==> src/hw/dsp_pkg.sv <==
// Shared constants and types for the dual-slope PWM timer.
package dsp_pkg;

  localparam int DATA_W = 16;
  localparam int ADDR_W = 3;
  localparam int DIV_W = 10;

  // Register offsets.
  localparam logic [2:0] ADDR_CTRL = 3'h0;
  localparam logic [2:0] ADDR_COUNT = 3'h1;
  localparam logic [2:0] ADDR_CMP_A = 3'h2;
  localparam logic [2:0] ADDR_CMP_B = 3'h3;
  localparam logic [2:0] ADDR_CAP_TOP = 3'h4;
  localparam logic [2:0] ADDR_FLAGS = 3'h5;
  localparam logic [2:0] ADDR_STATUS = 3'h6;

  // Control register fields.
  localparam int CTRL_MODE_LSB = 0;
  localparam int CTRL_ACT_A_LSB = 4;
  localparam int CTRL_ACT_B_LSB = 6;
  localparam int CTRL_DIR_A = 8;
  localparam int CTRL_DIR_B = 9;
  localparam int CTRL_PORT_A = 10;
  localparam int CTRL_PORT_B = 11;
  localparam int CTRL_PRE_LSB = 12;

  // Flag register fields.
  localparam int FLAG_OVF = 0;
  localparam int FLAG_CMP_A = 1;
  localparam int FLAG_CMP_B = 2;
  localparam int FLAG_CAP = 3;
  localparam int FLAG_W = 4;

  // Status register fields.
  localparam int STAT_UP = 0;
  localparam int STAT_OUT_A = 1;
  localparam int STAT_OUT_B = 2;

  // Reset values.
  localparam logic [15:0] CTRL_RST = 16'h0000;
  localparam logic [15:0] VALUE_RST = 16'h0000;
  localparam logic [3:0] FLAGS_RST = 4'h0;

  // Waveform mode codes.
  localparam logic [3:0] MODE_PC_8 = 4'h1;
  localparam logic [3:0] MODE_PC_9 = 4'h2;
  localparam logic [3:0] MODE_PC_10 = 4'h3;
  localparam logic [3:0] MODE_PFC_CAP = 4'h8;
  localparam logic [3:0] MODE_PFC_CMPA = 4'h9;
  localparam logic [3:0] MODE_PC_CAP = 4'hA;
  localparam logic [3:0] MODE_PC_CMPA = 4'hB;

  // Count limits.
  localparam logic [15:0] BOTTOM = 16'h0000;
  localparam logic [15:0] TOP_8 = 16'h00FF;
  localparam logic [15:0] TOP_9 = 16'h01FF;
  localparam logic [15:0] TOP_10 = 16'h03FF;
  localparam logic [15:0] TOP_MAX = 16'hFFFF;

  // Output action codes.
  localparam logic [1:0] ACT_OFF = 2'h0;
  localparam logic [1:0] ACT_TOGGLE = 2'h1;
  localparam logic [1:0] ACT_NONINV = 2'h2;
  localparam logic [1:0] ACT_INV = 2'h3;

  // Prescale selects and the divider masks they use.
  localparam logic [2:0] PRE_DIV_1 = 3'h1;
  localparam logic [2:0] PRE_DIV_8 = 3'h2;
  localparam logic [2:0] PRE_DIV_64 = 3'h3;
  localparam logic [2:0] PRE_DIV_256 = 3'h4;
  localparam logic [2:0] PRE_DIV_1024 = 3'h5;
  localparam logic [9:0] MASK_DIV_1 = 10'h000;
  localparam logic [9:0] MASK_DIV_8 = 10'h007;
  localparam logic [9:0] MASK_DIV_64 = 10'h03F;
  localparam logic [9:0] MASK_DIV_256 = 10'h0FF;
  localparam logic [9:0] MASK_DIV_1024 = 10'h3FF;

  typedef enum logic {
    DSP_DIR_UP = 1'b0,
    DSP_DIR_DOWN = 1'b1
  } dsp_dir_e;

endpackage

==> src/hw/dsp_channel.sv <==
// One compare channel: match detection and output action.
`timescale 1ns/1ps

module dsp_channel
(
  input wire logic i_ref_clk,
  input wire logic i_rst,
  input wire logic i_tick,
  input wire logic i_dual,
  input wire logic [15:0] i_count,
  input wire logic [15:0] i_compare,
  input wire logic i_next_up,
  input wire logic [1:0] i_action,
  input wire logic i_toggle_ok,
  output logic o_match,
  output logic o_compare_output
);

  logic out_q;
  logic out_d;

  //----------------------------------------------------------------
  // Match and output action
  //----------------------------------------------------------------
  // The direction used is the one after this step, so a match at zero
  // counts as rising and a match at top as falling; this makes a compare
  // of zero a steady low and a compare of top a steady high in non-inverting mode.
  always_comb
  begin
    o_match = i_tick && i_dual && (i_count == i_compare);
    out_d = out_q;
    if (o_match)
    begin
      case (i_action)
        dsp_pkg::ACT_TOGGLE:
        begin
          if (i_toggle_ok)
          begin
            out_d = ~out_q;
          end
        end
        dsp_pkg::ACT_NONINV: out_d = ~i_next_up;
        dsp_pkg::ACT_INV: out_d = i_next_up;
        default: out_d = out_q;
      endcase
    end
  end

  always_ff @(posedge i_ref_clk or posedge i_rst)
  begin
    if (i_rst)
    begin
      out_q <= 1'b0;
    end
    else
    begin
      out_q <= out_d;
    end
  end

  assign o_compare_output = out_q;

endmodule

==> src/hw/dsp_timer.sv <==
// Dual-slope PWM timer with two compare channels and a plain register port.
//
// Chosen here: the address map and the address-and-strobe port.
`timescale 1ns/1ps

module dsp_timer
(
  input wire logic i_ref_clk,
  input wire logic i_rst,
  input wire logic [2:0] i_addr,
  input wire logic [15:0] i_wdata,
  input wire logic i_wr,
  input wire logic i_rd,
  output logic [15:0] o_rdata,
  output logic o_pin_a,
  output logic o_pin_a_oe_n,
  output logic o_pin_b,
  output logic o_pin_b_oe_n
);

  //----------------------------------------------------------------
  // Declarations
  //----------------------------------------------------------------
  logic [9:0] div_q;
  logic [9:0] div_d;
  logic [9:0] div_mask;
  logic div_on;
  logic tick;

  logic [15:0] ctrl_q;
  logic [15:0] ctrl_d;
  logic [15:0] count_value_q;
  logic [15:0] count_value_d;
  dsp_pkg::dsp_dir_e dir_q;
  dsp_pkg::dsp_dir_e dir_d;
  dsp_pkg::dsp_dir_e dir_next;
  logic [15:0] buf_a_q;
  logic [15:0] buf_a_d;
  logic [15:0] buf_b_q;
  logic [15:0] buf_b_d;
  logic [15:0] compare_value_a_q;
  logic [15:0] compare_value_a_d;
  logic [15:0] compare_value_b_q;
  logic [15:0] compare_value_b_d;
  logic [15:0] capture_top_value_q;
  logic [15:0] capture_top_value_d;
  logic [3:0] flags_q;
  logic [3:0] flags_d;
  logic [3:0] flag_set;
  logic [3:0] flag_clr;
  logic [15:0] rdata_d;
  logic pin_a_d;
  logic pin_b_d;

  logic [3:0] waveform_mode_sel;
  logic [1:0] output_action_sel_a;
  logic [1:0] output_action_sel_b;
  logic [2:0] pre_sel;
  logic mode_pc;
  logic mode_pfc;
  logic mode_dual;
  logic mode_fixed;
  logic top_is_cap;
  logic top_is_cmpa;
  logic [15:0] top;
  logic [15:0] write_mask;
  logic at_top;
  logic at_bottom;
  logic load;
  logic next_up;
  logic match_a;
  logic match_b;
  logic compare_output_a;
  logic compare_output_b;

  assign waveform_mode_sel = ctrl_q[dsp_pkg::CTRL_MODE_LSB +: 4];
  assign output_action_sel_a = ctrl_q[dsp_pkg::CTRL_ACT_A_LSB +: 2];
  assign output_action_sel_b = ctrl_q[dsp_pkg::CTRL_ACT_B_LSB +: 2];
  assign pre_sel = ctrl_q[dsp_pkg::CTRL_PRE_LSB +: 3];

  //----------------------------------------------------------------
  // Prescaler
  //----------------------------------------------------------------
  always_comb
  begin
    div_on = 1'b1;
    case (pre_sel)
      dsp_pkg::PRE_DIV_1: div_mask = dsp_pkg::MASK_DIV_1;
      dsp_pkg::PRE_DIV_8: div_mask = dsp_pkg::MASK_DIV_8;
      dsp_pkg::PRE_DIV_64: div_mask = dsp_pkg::MASK_DIV_64;
      dsp_pkg::PRE_DIV_256: div_mask = dsp_pkg::MASK_DIV_256;
      dsp_pkg::PRE_DIV_1024: div_mask = dsp_pkg::MASK_DIV_1024;
      default:
      begin
        div_mask = dsp_pkg::MASK_DIV_1;
        div_on = 1'b0;
      end
    endcase
    div_d = div_q + 10'h001;
    tick = div_on && ((div_q & div_mask) == 10'h000);
  end

  always_ff @(posedge i_ref_clk or posedge i_rst)
  begin
    if (i_rst)
    begin
      div_q <= 10'h000;
    end
    else
    begin
      div_q <= div_d;
    end
  end

  //----------------------------------------------------------------
  // Mode decode and top selection
  //----------------------------------------------------------------
  always_comb
  begin
    mode_pc = (waveform_mode_sel == dsp_pkg::MODE_PC_8) || (waveform_mode_sel == dsp_pkg::MODE_PC_9)
      || (waveform_mode_sel == dsp_pkg::MODE_PC_10) || (waveform_mode_sel == dsp_pkg::MODE_PC_CAP)
      || (waveform_mode_sel == dsp_pkg::MODE_PC_CMPA);
    mode_pfc = (waveform_mode_sel == dsp_pkg::MODE_PFC_CAP)
      || (waveform_mode_sel == dsp_pkg::MODE_PFC_CMPA);
    mode_dual = mode_pc || mode_pfc;
    top_is_cap = (waveform_mode_sel == dsp_pkg::MODE_PC_CAP) || (waveform_mode_sel == dsp_pkg::MODE_PFC_CAP);
    top_is_cmpa = (waveform_mode_sel == dsp_pkg::MODE_PC_CMPA) || (waveform_mode_sel == dsp_pkg::MODE_PFC_CMPA);
    mode_fixed = 1'b1;
    case (waveform_mode_sel)
      dsp_pkg::MODE_PC_8: top = dsp_pkg::TOP_8;
      dsp_pkg::MODE_PC_9: top = dsp_pkg::TOP_9;
      dsp_pkg::MODE_PC_10: top = dsp_pkg::TOP_10;
      dsp_pkg::MODE_PC_CAP, dsp_pkg::MODE_PFC_CAP:
      begin
        top = capture_top_value_q;
        mode_fixed = 1'b0;
      end
      dsp_pkg::MODE_PC_CMPA, dsp_pkg::MODE_PFC_CMPA:
      begin
        top = compare_value_a_q;
        mode_fixed = 1'b0;
      end
      default:
      begin
        top = dsp_pkg::TOP_MAX;
        mode_fixed = 1'b0;
      end
    endcase
    write_mask = mode_fixed ? top : dsp_pkg::TOP_MAX;
    at_top = (count_value_q == top);
    at_bottom = (count_value_q == dsp_pkg::BOTTOM);
  end

  //----------------------------------------------------------------
  // Dual-slope counter
  //----------------------------------------------------------------
  // Top is shown for one tick before the count turns; a top lowered below
  // the count lets the counter run on through the wrap to zero.
  always_comb
  begin
    dir_next = dir_q;
    if (at_top)
    begin
      dir_next = dsp_pkg::DSP_DIR_DOWN;
    end
    else if (at_bottom)
    begin
      dir_next = dsp_pkg::DSP_DIR_UP;
    end
    next_up = (dir_next == dsp_pkg::DSP_DIR_UP);
    count_value_d = count_value_q;
    dir_d = dir_q;
    if (i_wr && (i_addr == dsp_pkg::ADDR_COUNT))
    begin
      count_value_d = i_wdata;
    end
    else if (tick && mode_dual)
    begin
      dir_d = dir_next;
      count_value_d = next_up ? count_value_q + 16'h0001 : count_value_q - 16'h0001;
    end
  end

  always_ff @(posedge i_ref_clk or posedge i_rst)
  begin
    if (i_rst)
    begin
      count_value_q <= dsp_pkg::VALUE_RST;
      dir_q <= dsp_pkg::DSP_DIR_UP;
    end
    else
    begin
      count_value_q <= count_value_d;
      dir_q <= dir_d;
    end
  end

  //----------------------------------------------------------------
  // Compare channels
  //----------------------------------------------------------------
  dsp_channel u_chan_a
  (
    .i_ref_clk(i_ref_clk),
    .i_rst(i_rst),
    .i_tick(tick),
    .i_dual(mode_dual),
    .i_count(count_value_q),
    .i_compare(compare_value_a_q),
    .i_next_up(next_up),
    .i_action(output_action_sel_a),
    .i_toggle_ok(top_is_cmpa),
    .o_match(match_a),
    .o_compare_output(compare_output_a)
  );

  dsp_channel u_chan_b
  (
    .i_ref_clk(i_ref_clk),
    .i_rst(i_rst),
    .i_tick(tick),
    .i_dual(mode_dual),
    .i_count(count_value_q),
    .i_compare(compare_value_b_q),
    .i_next_up(next_up),
    .i_action(output_action_sel_b),
    .i_toggle_ok(1'b0),
    .o_match(match_b),
    .o_compare_output(compare_output_b)
  );

  //----------------------------------------------------------------
  // Registers, buffers, flags and pins
  //----------------------------------------------------------------
  always_comb
  begin
    ctrl_d = ctrl_q;
    buf_a_d = buf_a_q;
    buf_b_d = buf_b_q;
    capture_top_value_d = capture_top_value_q;
    flag_clr = 4'h0;
    if (i_wr)
    begin
      case (i_addr)
        dsp_pkg::ADDR_CTRL: ctrl_d = i_wdata;
        dsp_pkg::ADDR_CMP_A: buf_a_d = i_wdata & write_mask;
        dsp_pkg::ADDR_CMP_B: buf_b_d = i_wdata & write_mask;
        dsp_pkg::ADDR_CAP_TOP: capture_top_value_d = i_wdata;
        dsp_pkg::ADDR_FLAGS: flag_clr = i_wdata[dsp_pkg::FLAG_W-1:0];
        default: ctrl_d = ctrl_q;
      endcase
    end
    // Phase correct loads at top, so its period runs top to top.
    load = tick && ((mode_pc && at_top) || (mode_pfc && at_bottom));
    compare_value_a_d = compare_value_a_q;
    compare_value_b_d = compare_value_b_q;
    if (load || !mode_dual)
    begin
      compare_value_a_d = buf_a_q;
      compare_value_b_d = buf_b_q;
    end
    flag_set = 4'h0;
    flag_set[dsp_pkg::FLAG_OVF] = tick && mode_dual && at_bottom;
    flag_set[dsp_pkg::FLAG_CMP_A] = match_a || (tick && top_is_cmpa && at_top);
    flag_set[dsp_pkg::FLAG_CMP_B] = match_b;
    flag_set[dsp_pkg::FLAG_CAP] = tick && top_is_cap && at_top;
    flags_d = (flags_q & ~flag_clr) | flag_set;
    pin_a_d = (output_action_sel_a == dsp_pkg::ACT_OFF) ? ctrl_q[dsp_pkg::CTRL_PORT_A] : compare_output_a;
    pin_b_d = (output_action_sel_b == dsp_pkg::ACT_OFF) ? ctrl_q[dsp_pkg::CTRL_PORT_B] : compare_output_b;
    rdata_d = 16'h0000;
    if (i_rd)
    begin
      case (i_addr)
        dsp_pkg::ADDR_CTRL: rdata_d = ctrl_q;
        dsp_pkg::ADDR_COUNT: rdata_d = count_value_q;
        dsp_pkg::ADDR_CMP_A: rdata_d = buf_a_q;
        dsp_pkg::ADDR_CMP_B: rdata_d = buf_b_q;
        dsp_pkg::ADDR_CAP_TOP: rdata_d = capture_top_value_q;
        dsp_pkg::ADDR_FLAGS: rdata_d = {12'h000, flags_q};
        dsp_pkg::ADDR_STATUS: rdata_d = {13'h0000, compare_output_b, compare_output_a, dir_q == dsp_pkg::DSP_DIR_UP};
        default: rdata_d = 16'h0000;
      endcase
    end
  end

  always_ff @(posedge i_ref_clk or posedge i_rst)
  begin
    if (i_rst)
    begin
      ctrl_q <= dsp_pkg::CTRL_RST;
      buf_a_q <= dsp_pkg::VALUE_RST;
      buf_b_q <= dsp_pkg::VALUE_RST;
      compare_value_a_q <= dsp_pkg::VALUE_RST;
      compare_value_b_q <= dsp_pkg::VALUE_RST;
      capture_top_value_q <= dsp_pkg::VALUE_RST;
      flags_q <= dsp_pkg::FLAGS_RST;
      o_rdata <= 16'h0000;
      o_pin_a <= 1'b0;
      o_pin_b <= 1'b0;
      o_pin_a_oe_n <= 1'b1;
      o_pin_b_oe_n <= 1'b1;
    end
    else
    begin
      ctrl_q <= ctrl_d;
      buf_a_q <= buf_a_d;
      buf_b_q <= buf_b_d;
      compare_value_a_q <= compare_value_a_d;
      compare_value_b_q <= compare_value_b_d;
      capture_top_value_q <= capture_top_value_d;
      flags_q <= flags_d;
      o_rdata <= rdata_d;
      o_pin_a <= pin_a_d;
      o_pin_b <= pin_b_d;
      o_pin_a_oe_n <= ~ctrl_q[dsp_pkg::CTRL_DIR_A];
      o_pin_b_oe_n <= ~ctrl_q[dsp_pkg::CTRL_DIR_B];
    end
  end

endmodule

==> config.mk <==
export PLATFORM = sky130hd
export DESIGN_NAME = dsp_timer
export DESIGN_NICKNAME = d
export VERILOG_FILES = /design/src/hw/dsp_pkg.sv /design/src/hw/dsp_channel.sv /design/src/hw/dsp_timer.sv
export SDC_FILE = /design/constraint.sdc
export NUM_CORES = 1
export LEC_CHECK = 0
export BUFFER_PORTS_ARGS = -buffer_cell sky130_fd_sc_hd__buf_2
export CORE_MARGIN = 2
export CORE_UTILIZATION = 45
export DETAILED_ROUTE_END_ITERATION = 10
export HOLD_SLACK_MARGIN = 0.08
export RECOVER_POWER = 50
export SETUP_SLACK_MARGIN = 0.02
export SYNTH_ARGS = -nofsm -noshare
export SYNTH_HDL_FRONTEND = slang
export SYNTH_SLANG_ARGS = --single-unit
==> constraint.sdc <==
create_clock -name i_ref_clk -period 4.89 [get_ports i_ref_clk]
set_clock_uncertainty 0.1 [all_clocks]
set_input_delay 0.489 -clock i_ref_clk [delete_from_list [all_inputs] [get_ports i_ref_clk]]
set_output_delay 0.489 -clock i_ref_clk [all_outputs]
set_load 0.01 [all_outputs]
After elaboration in Yosys (flattened, before gate mapping):

Index checks and enable logic that the tools add are counted.
Widths: inputs -> output; s select.

* add/sub/neg operators: 3
* equal/unequal tests: 27
* muxes and demuxes: 19
* bitwise logic cells: 11
* reductions and logical operators: 44

Operator list (number)
* $pmux 16 s7: 1
* $mux 16: 5
* $pmux 16 s5: 1
* $eq 16x16->1: 3
* $pmux 10 s4: 1
* $add 16x1->16 const B: 1
* $and 16x16->16: 1
* $eq 4x4->1 const B: 4
* $logic_not 16->1: 1
* $sub 16x1->16 const B: 1
* $eq 3x3->1 const B: 5
* $logic_and 1x1->1: 13
* $eq 3x2->1 const B: 4
* $reduce_and 2->1: 6
* $logic_or 1x1->1: 11
* $add 10x1->10 const B: 1
* $and 10x10->10: 1
* $logic_not 10->1: 1
* $eq 2x2->1 const B: 4
* $eq 4x2->1 const B: 2
* $mux 4: 2
* $mux 1: 7
* $eq 3x1->1 const B: 2
* $not 1->1: 6
* other kinds (17): 20

* register bits after elaboration: 149
* bits of input ports: 23
* output and inout bits: 20
* word-level logic and storage cells: 121

Longest topological paths before layout:

* word-level depth: 10
* depth in mapped cells: 19
* mapped depth without buffers: 16

Cells and area by module:

A second synthesis with hierarchy kept.

* cell total of the unflattened synthesis: 772
* area total of the unflattened synthesis: 8200.4 um^2

By module, submodules not included
* dsp_timer: instances 1, cells each 708, area an instance 7699.9 um^2, sequential area each 3681.0 um^2
* dsp_channel: instances 2, cells each 32, area an instance 250.2 um^2, sequential area each 25.0 um^2

Least setup slack after synthesis:

No wires, ideal clock.

* kind: reg-to-reg
* start: register ctrl_q[3]
* end: register count_value_q[15]
* library setup time: 0.130 ns
* arrival time: 4.618 ns
* required time: 4.660 ns
* path slack: 0.043 ns
* cell stages (with the launch flop): 18
* buffers on the path: 1
* clock period less this slack: 4.847 ns
* cell sequence: dfrtp_1 or2_1 buf_6 a31oi_4 or4b_1 o221a_1 a2111o_1 o31ai_4 ha_1 a2111oi_0 o21ai_0 a211oi_1 o21bai_1 a21o_1 a31o_2 xor2_1 a211oi_1 nor3b_2

* longest elaborated chain between the ends: 8
* elaborated cells between the ends (all ways): 23
* classes of those cells: 8 x eq/ne; 5 x mux; 10 x reduce/logical

Ends and longest elaborated chain
* start: declaration: line dsp_timer.sv:30 `logic [15:0] ctrl_q;`
* start signal: assignment: line dsp_timer.sv:289 `ctrl_q <= dsp_pkg::CTRL_RST;`
* start signal: assignment: line dsp_timer.sv:304 `ctrl_q <= ctrl_d;`
* $eq 4x4->1: line dsp_timer.sv:129 `case (waveform_mode_sel)`
* $reduce_or 2->1: line dsp_timer.sv:129
* $pmux 16 s5 (*): line dsp_timer.sv:129
* $eq 16x16->1 (*): line dsp_timer.sv:150 `at_top = (count_value_q == top);`
* $mux 1 (*): line dsp_timer.sv:162 `if (at_top)`
* named net dir_next: line dsp_timer.sv:36 `dsp_pkg::dsp_dir_e dir_next;`
* $mux 16 (*): line dsp_timer.sv:180 `count_value_d = next_up ? count_value_q + 16'h0001 : count_value_q - 16'h0001;`
* $mux 16 (*): line dsp_timer.sv:177 `else if (tick && mode_dual)`
* $mux 16 (*): line dsp_timer.sv:173 `if (i_wr && (i_addr == dsp_pkg::ADDR_COUNT))`
* end signal: assignment: line dsp_timer.sv:188 `count_value_q <= dsp_pkg::VALUE_RST;`
* end signal: assignment: line dsp_timer.sv:193 `count_value_q <= count_value_d;`
* end: declaration: line dsp_timer.sv:32 `logic [15:0] count_value_q;`

Mark *: on every way through the listed nets, which the timed path passes. The rest lies on a longest branch. The select of a mux whose other input is x is not followed.
A chain may end at the register's enable or synchronous reset.

Worst setup path after layout:

* start: register ctrl_q[0]
* end: register count_value_q[15]

Same word-level chain as after synthesis.

==> metrics.yaml <==
status:
  status: "finished, violations left"
  violations: "max-capacitance violations, max-slew violations"
power:
  p_total_mw: 5.23
  p_clk_share_pct: 25.4
  p_int_mw: 3.20
  p_leak_nw: 4.11
  seqPwrFrac_pct: 37.2
  switching_share_pct: 38.8
  power_density_nw_per_um2: 555
  p_comb_share_pct: 37.4
  ir_worst_vdd_v: 0.000415
  p_sw_mw: 2.03
layout:
  utilization_pct: 52.2
  diodes: 0
  nNetsFinal: 862
  drive_above_1_share_pct: 19.6
  syn2layout_area_growth_pct: 13.8
  n_fill_cell: 1646
  final_cells: 1062
synth:
  synth_edf_count: 0
  synth_nets: 821
  synth_seq_area_share_pct: 45.1
  ys_ff_latch: 149
  ys.warnings.count: 0
  ys_async_sr_fraction_pct: 100
  synth.distinct_cells: 64
  avgSynthCellArea_um2: 10.6
  synth.cell_area_um2: 8270
  synth_cells: 779
  synth-main-ff-cell: "dfrtp_1"
cts:
  cts_tree: "done"
  path_clk_slew_ns: 0.06
  cts_inserted_buffers: 17
  root_buffer: "clkbuf_16"
  cts_max_level: 4
  clk-insertion-delay-late_ns: 0.43
  clock_path_buffers: 2
  clkSinkCount: 149
worst_setup_path:
  critPathMaxFanout: 12
  cp_slowest_stage_delay_ns: 0.47
  path_class: "flop to flop"
  slowest_stage: "a2111o_1"
  startpoint_type: "flop"
  cp_cell_sequence: "buf_6 > mux2i_1 > nand3b_1 > o32ai_1 > o32ai_1 > a2111o_1 > o31ai_4 > buf_4 > ha_1 > a211oi_2 > o21ai_1 > a211oi_2 > o21bai_1 > a21o_1 > a31o_2 > xor2_1 > a211oi_1 > nor3b_2"
  cp.required_ns: 5.10
  arrival_ns: 4.85
  critPathCaptureType: "flop"
place:
  place.gp.congestion: 0.934
  place_ws_ns: 0.118
  port_buffers: 42
  hpwlAfterDp_mm: 16.5
  dp.cells: 1029
route:
  ant_nets: 0
  drt_wl_total_mm: 23.1
  drc: 0
  route.detailed.wl_per_inst_um: 21.8
  viasPerCell: 5.88
  via_count: 6245
  drtPass1Iterations: 5
  drtIter0Drc: 494
floorplan:
  row_count: 49
  die_h_um: 140
  die_area_um2: 19500
  coreArea_um2: 18000
  start_util_pct: 45.9
  io_pins: 43
  die_w_um: 140
global_route:
  grt_use_total_pct: 24.5
  grt_pass1_wl_mm: 36.4
  grt_pass1_vias: 6267
  grt_max_degree: 55
  antenna_found_initial: 0
  globalRouteOverflowTotal: 0
sta:
  setup_viol: 0
  worst_slew_pin_slew_ns: 2.54
  hold_slack_ns: 0.234
  period_share_pct: 94.9
  hold_violations: 0
  period_needed_ns: 4.64
  drv_slew: 83
  fmax_ghz: 0.216
  slew_headroom_pct: -70.1
  finalWorstSetupSlack_ns: 0.251
worst_hold_path:
  hold_class: "input port to flop"
job:
  cap_violations: 2
==> logic make-up after synthesis <==
kind of cell	Yosys count	share of synthesized area (%)
compound gates	161	12.4
mux	110	16.8
simple gates	208	12.6
flops	149	45.1
xor+xnor	64	6.78
buf+inv	68	3.36
fa+ha+maj	19	2.97
==> synthesized netlist by cell type, types with 4 or more instances <==
cell      number  share of area, %
dfrtp_1      147                44
nand2_1       76               3.5
o21ai_0       56               3.4
mux2_2        48               6.5
xor2_1        46               4.9
clkbuf_1      44               2.0
a21oi_1       40               2.4
nor2_1        35               1.6
mux2_1        30               4.1
nor2b_1       27               2.0
ha_1          18               2.7
xnor2_1       18               1.9
mux2i_1       17               2.1
mux4_2        15               4.1
inv_1         13              0.59
nor3_1        13              0.79
nor4_1        13              0.98
a21o_1         9              0.82
a21boi_0       8              0.73
a211oi_1       7              0.64
nand3_1        7              0.42
nand3b_1       7              0.64
buf_2          6              0.36
nand2b_1       6              0.45
nand4_1        6              0.45
a31oi_1        5              0.38
o21a_1         5              0.45
and3_1         4              0.30
o211ai_1       4              0.36
o32ai_1        4              0.42
==> final timing paths <==
kind / startpoint / to / depth (start not counted) / slack (ns)
max: ctrl_q[0]$_DFFE_PP0P_ / count_value_q[15]$_DFFE_PP0P_ / 18 / 0.25
min: i_wdata[9] / ctrl_q[9]$_DFFE_PP0P_ / 3 / 0.23
max reg2reg: ctrl_q[0]$_DFFE_PP0P_ / count_value_q[15]$_DFFE_PP0P_ / 18 / 0.25
min reg2reg: ctrl_q[9]$_DFFE_PP0P_ / o_pin_b_oe_n$_DFF_PP1_ / 1 / 0.31
max in group asynchronous: i_rst / buf_a_q[0]$_DFFE_PP0P_ / 4 / 1.55
min in group asynchronous: i_rst / o_rdata[9]$_DFF_PP0_ / 3 / 1.19
==> metal layers <==
metal,track usage (%),share of wire [%]
met1,34.8,46
met5,0,0
met3,4.51,4.9
met4,6.63,2.0
met2,39.0,47
==> metrics by stage <==
stage	TNS (ns)	cell area, um2
after floorplan	0	8270
after global placement	0	8810
after detailed placement	0	8810
after CTS	0	9420
after global routing	-0.00853	9410
final	0	9410
==> worst max-delay path: cells and delay by family (launching register included) <==
kind                       cells  cell delay [ns]
muxes                          1             0.33
adders and majority gates      1             0.27
buffers and inverters          2             0.42
and+or+nand+nor                2             0.22
AOI/OAI and AO/OA             11             2.61
xor gates and xnor gates       1             0.15
DFF                            1             0.41
==> placed cells by master, fill, tap and decap left out, types with 6 or more instances in the layout <==
| cell | count |
|---|---|
| a21boi_0 | 8 |
| a21o_1 | 9 |
| a21oi_1 | 39 |
| buf_2 | 21 |
| buf_4 | 28 |
| clkbuf_1 | 23 |
| clkbuf_16 | 17 |
| dfrtp_1 | 147 |
| ha_1 | 18 |
| inv_1 | 12 |
| mux2_1 | 32 |
| mux2_2 | 46 |
| mux2i_1 | 15 |
| mux4_2 | 15 |
| nand2_1 | 76 |
| nand2b_1 | 6 |
| nand3_1 | 7 |
| nand3b_1 | 7 |
| nand4_1 | 6 |
| nor2_1 | 35 |
| nor2b_1 | 27 |
| nor3_1 | 12 |
| nor4_1 | 13 |
| o21ai_0 | 54 |
| xnor2_1 | 18 |
| xor2_1 | 46 |
==> power by group through the flow <==
stage          Combinational, mW  Sequential (mW)  Clock [mW]
2_1_floorplan               1.43             1.77           0
3_3_place_gp                1.87             1.94           0
3_5_place_dp                1.90             1.95           0
4_1_cts                     1.92             1.93        1.35
5_1_grt                     2.13             1.98        1.41
6_report                    1.96             1.94        1.33
==> registers in the layout (all words and copies together), names as in the netlist, 4 cells and up <==
register / count
buf_a_q: 16
buf_b_q: 16
capture_top_value_q: 16
compare_value_a_q: 16
compare_value_b_q: 16
count_value_q: 16
ctrl_q: 16
div_q: 10
flags_q: 4
o_rdata: 16
==> repair_timing <==
item / 4_1_cts / 5_1_grt
resized for setup: 0 / 12
setup endpoints to repair: 0 / 3
hold buffers: 1 / 0
setup buffers: 0 / 0
endpoints found under the hold margin: 50 / 0
==> layout make-up <==
cell class / instances / area (um2) / area share (%)
Tap cell: 229 / 287 / 3.04
Multi-Input combinational cell: 562 / 4310 / 45.7
Clock inverter: 15 / 171 / 1.82
Inverter: 14 / 53.8 / 0.572
Sequential cell: 149 / 3730 / 39.6
Timing Repair Buffer: 76 / 439 / 4.67
Clock buffer: 17 / 425 / 4.52
Power figures use the tool's default switching activity.
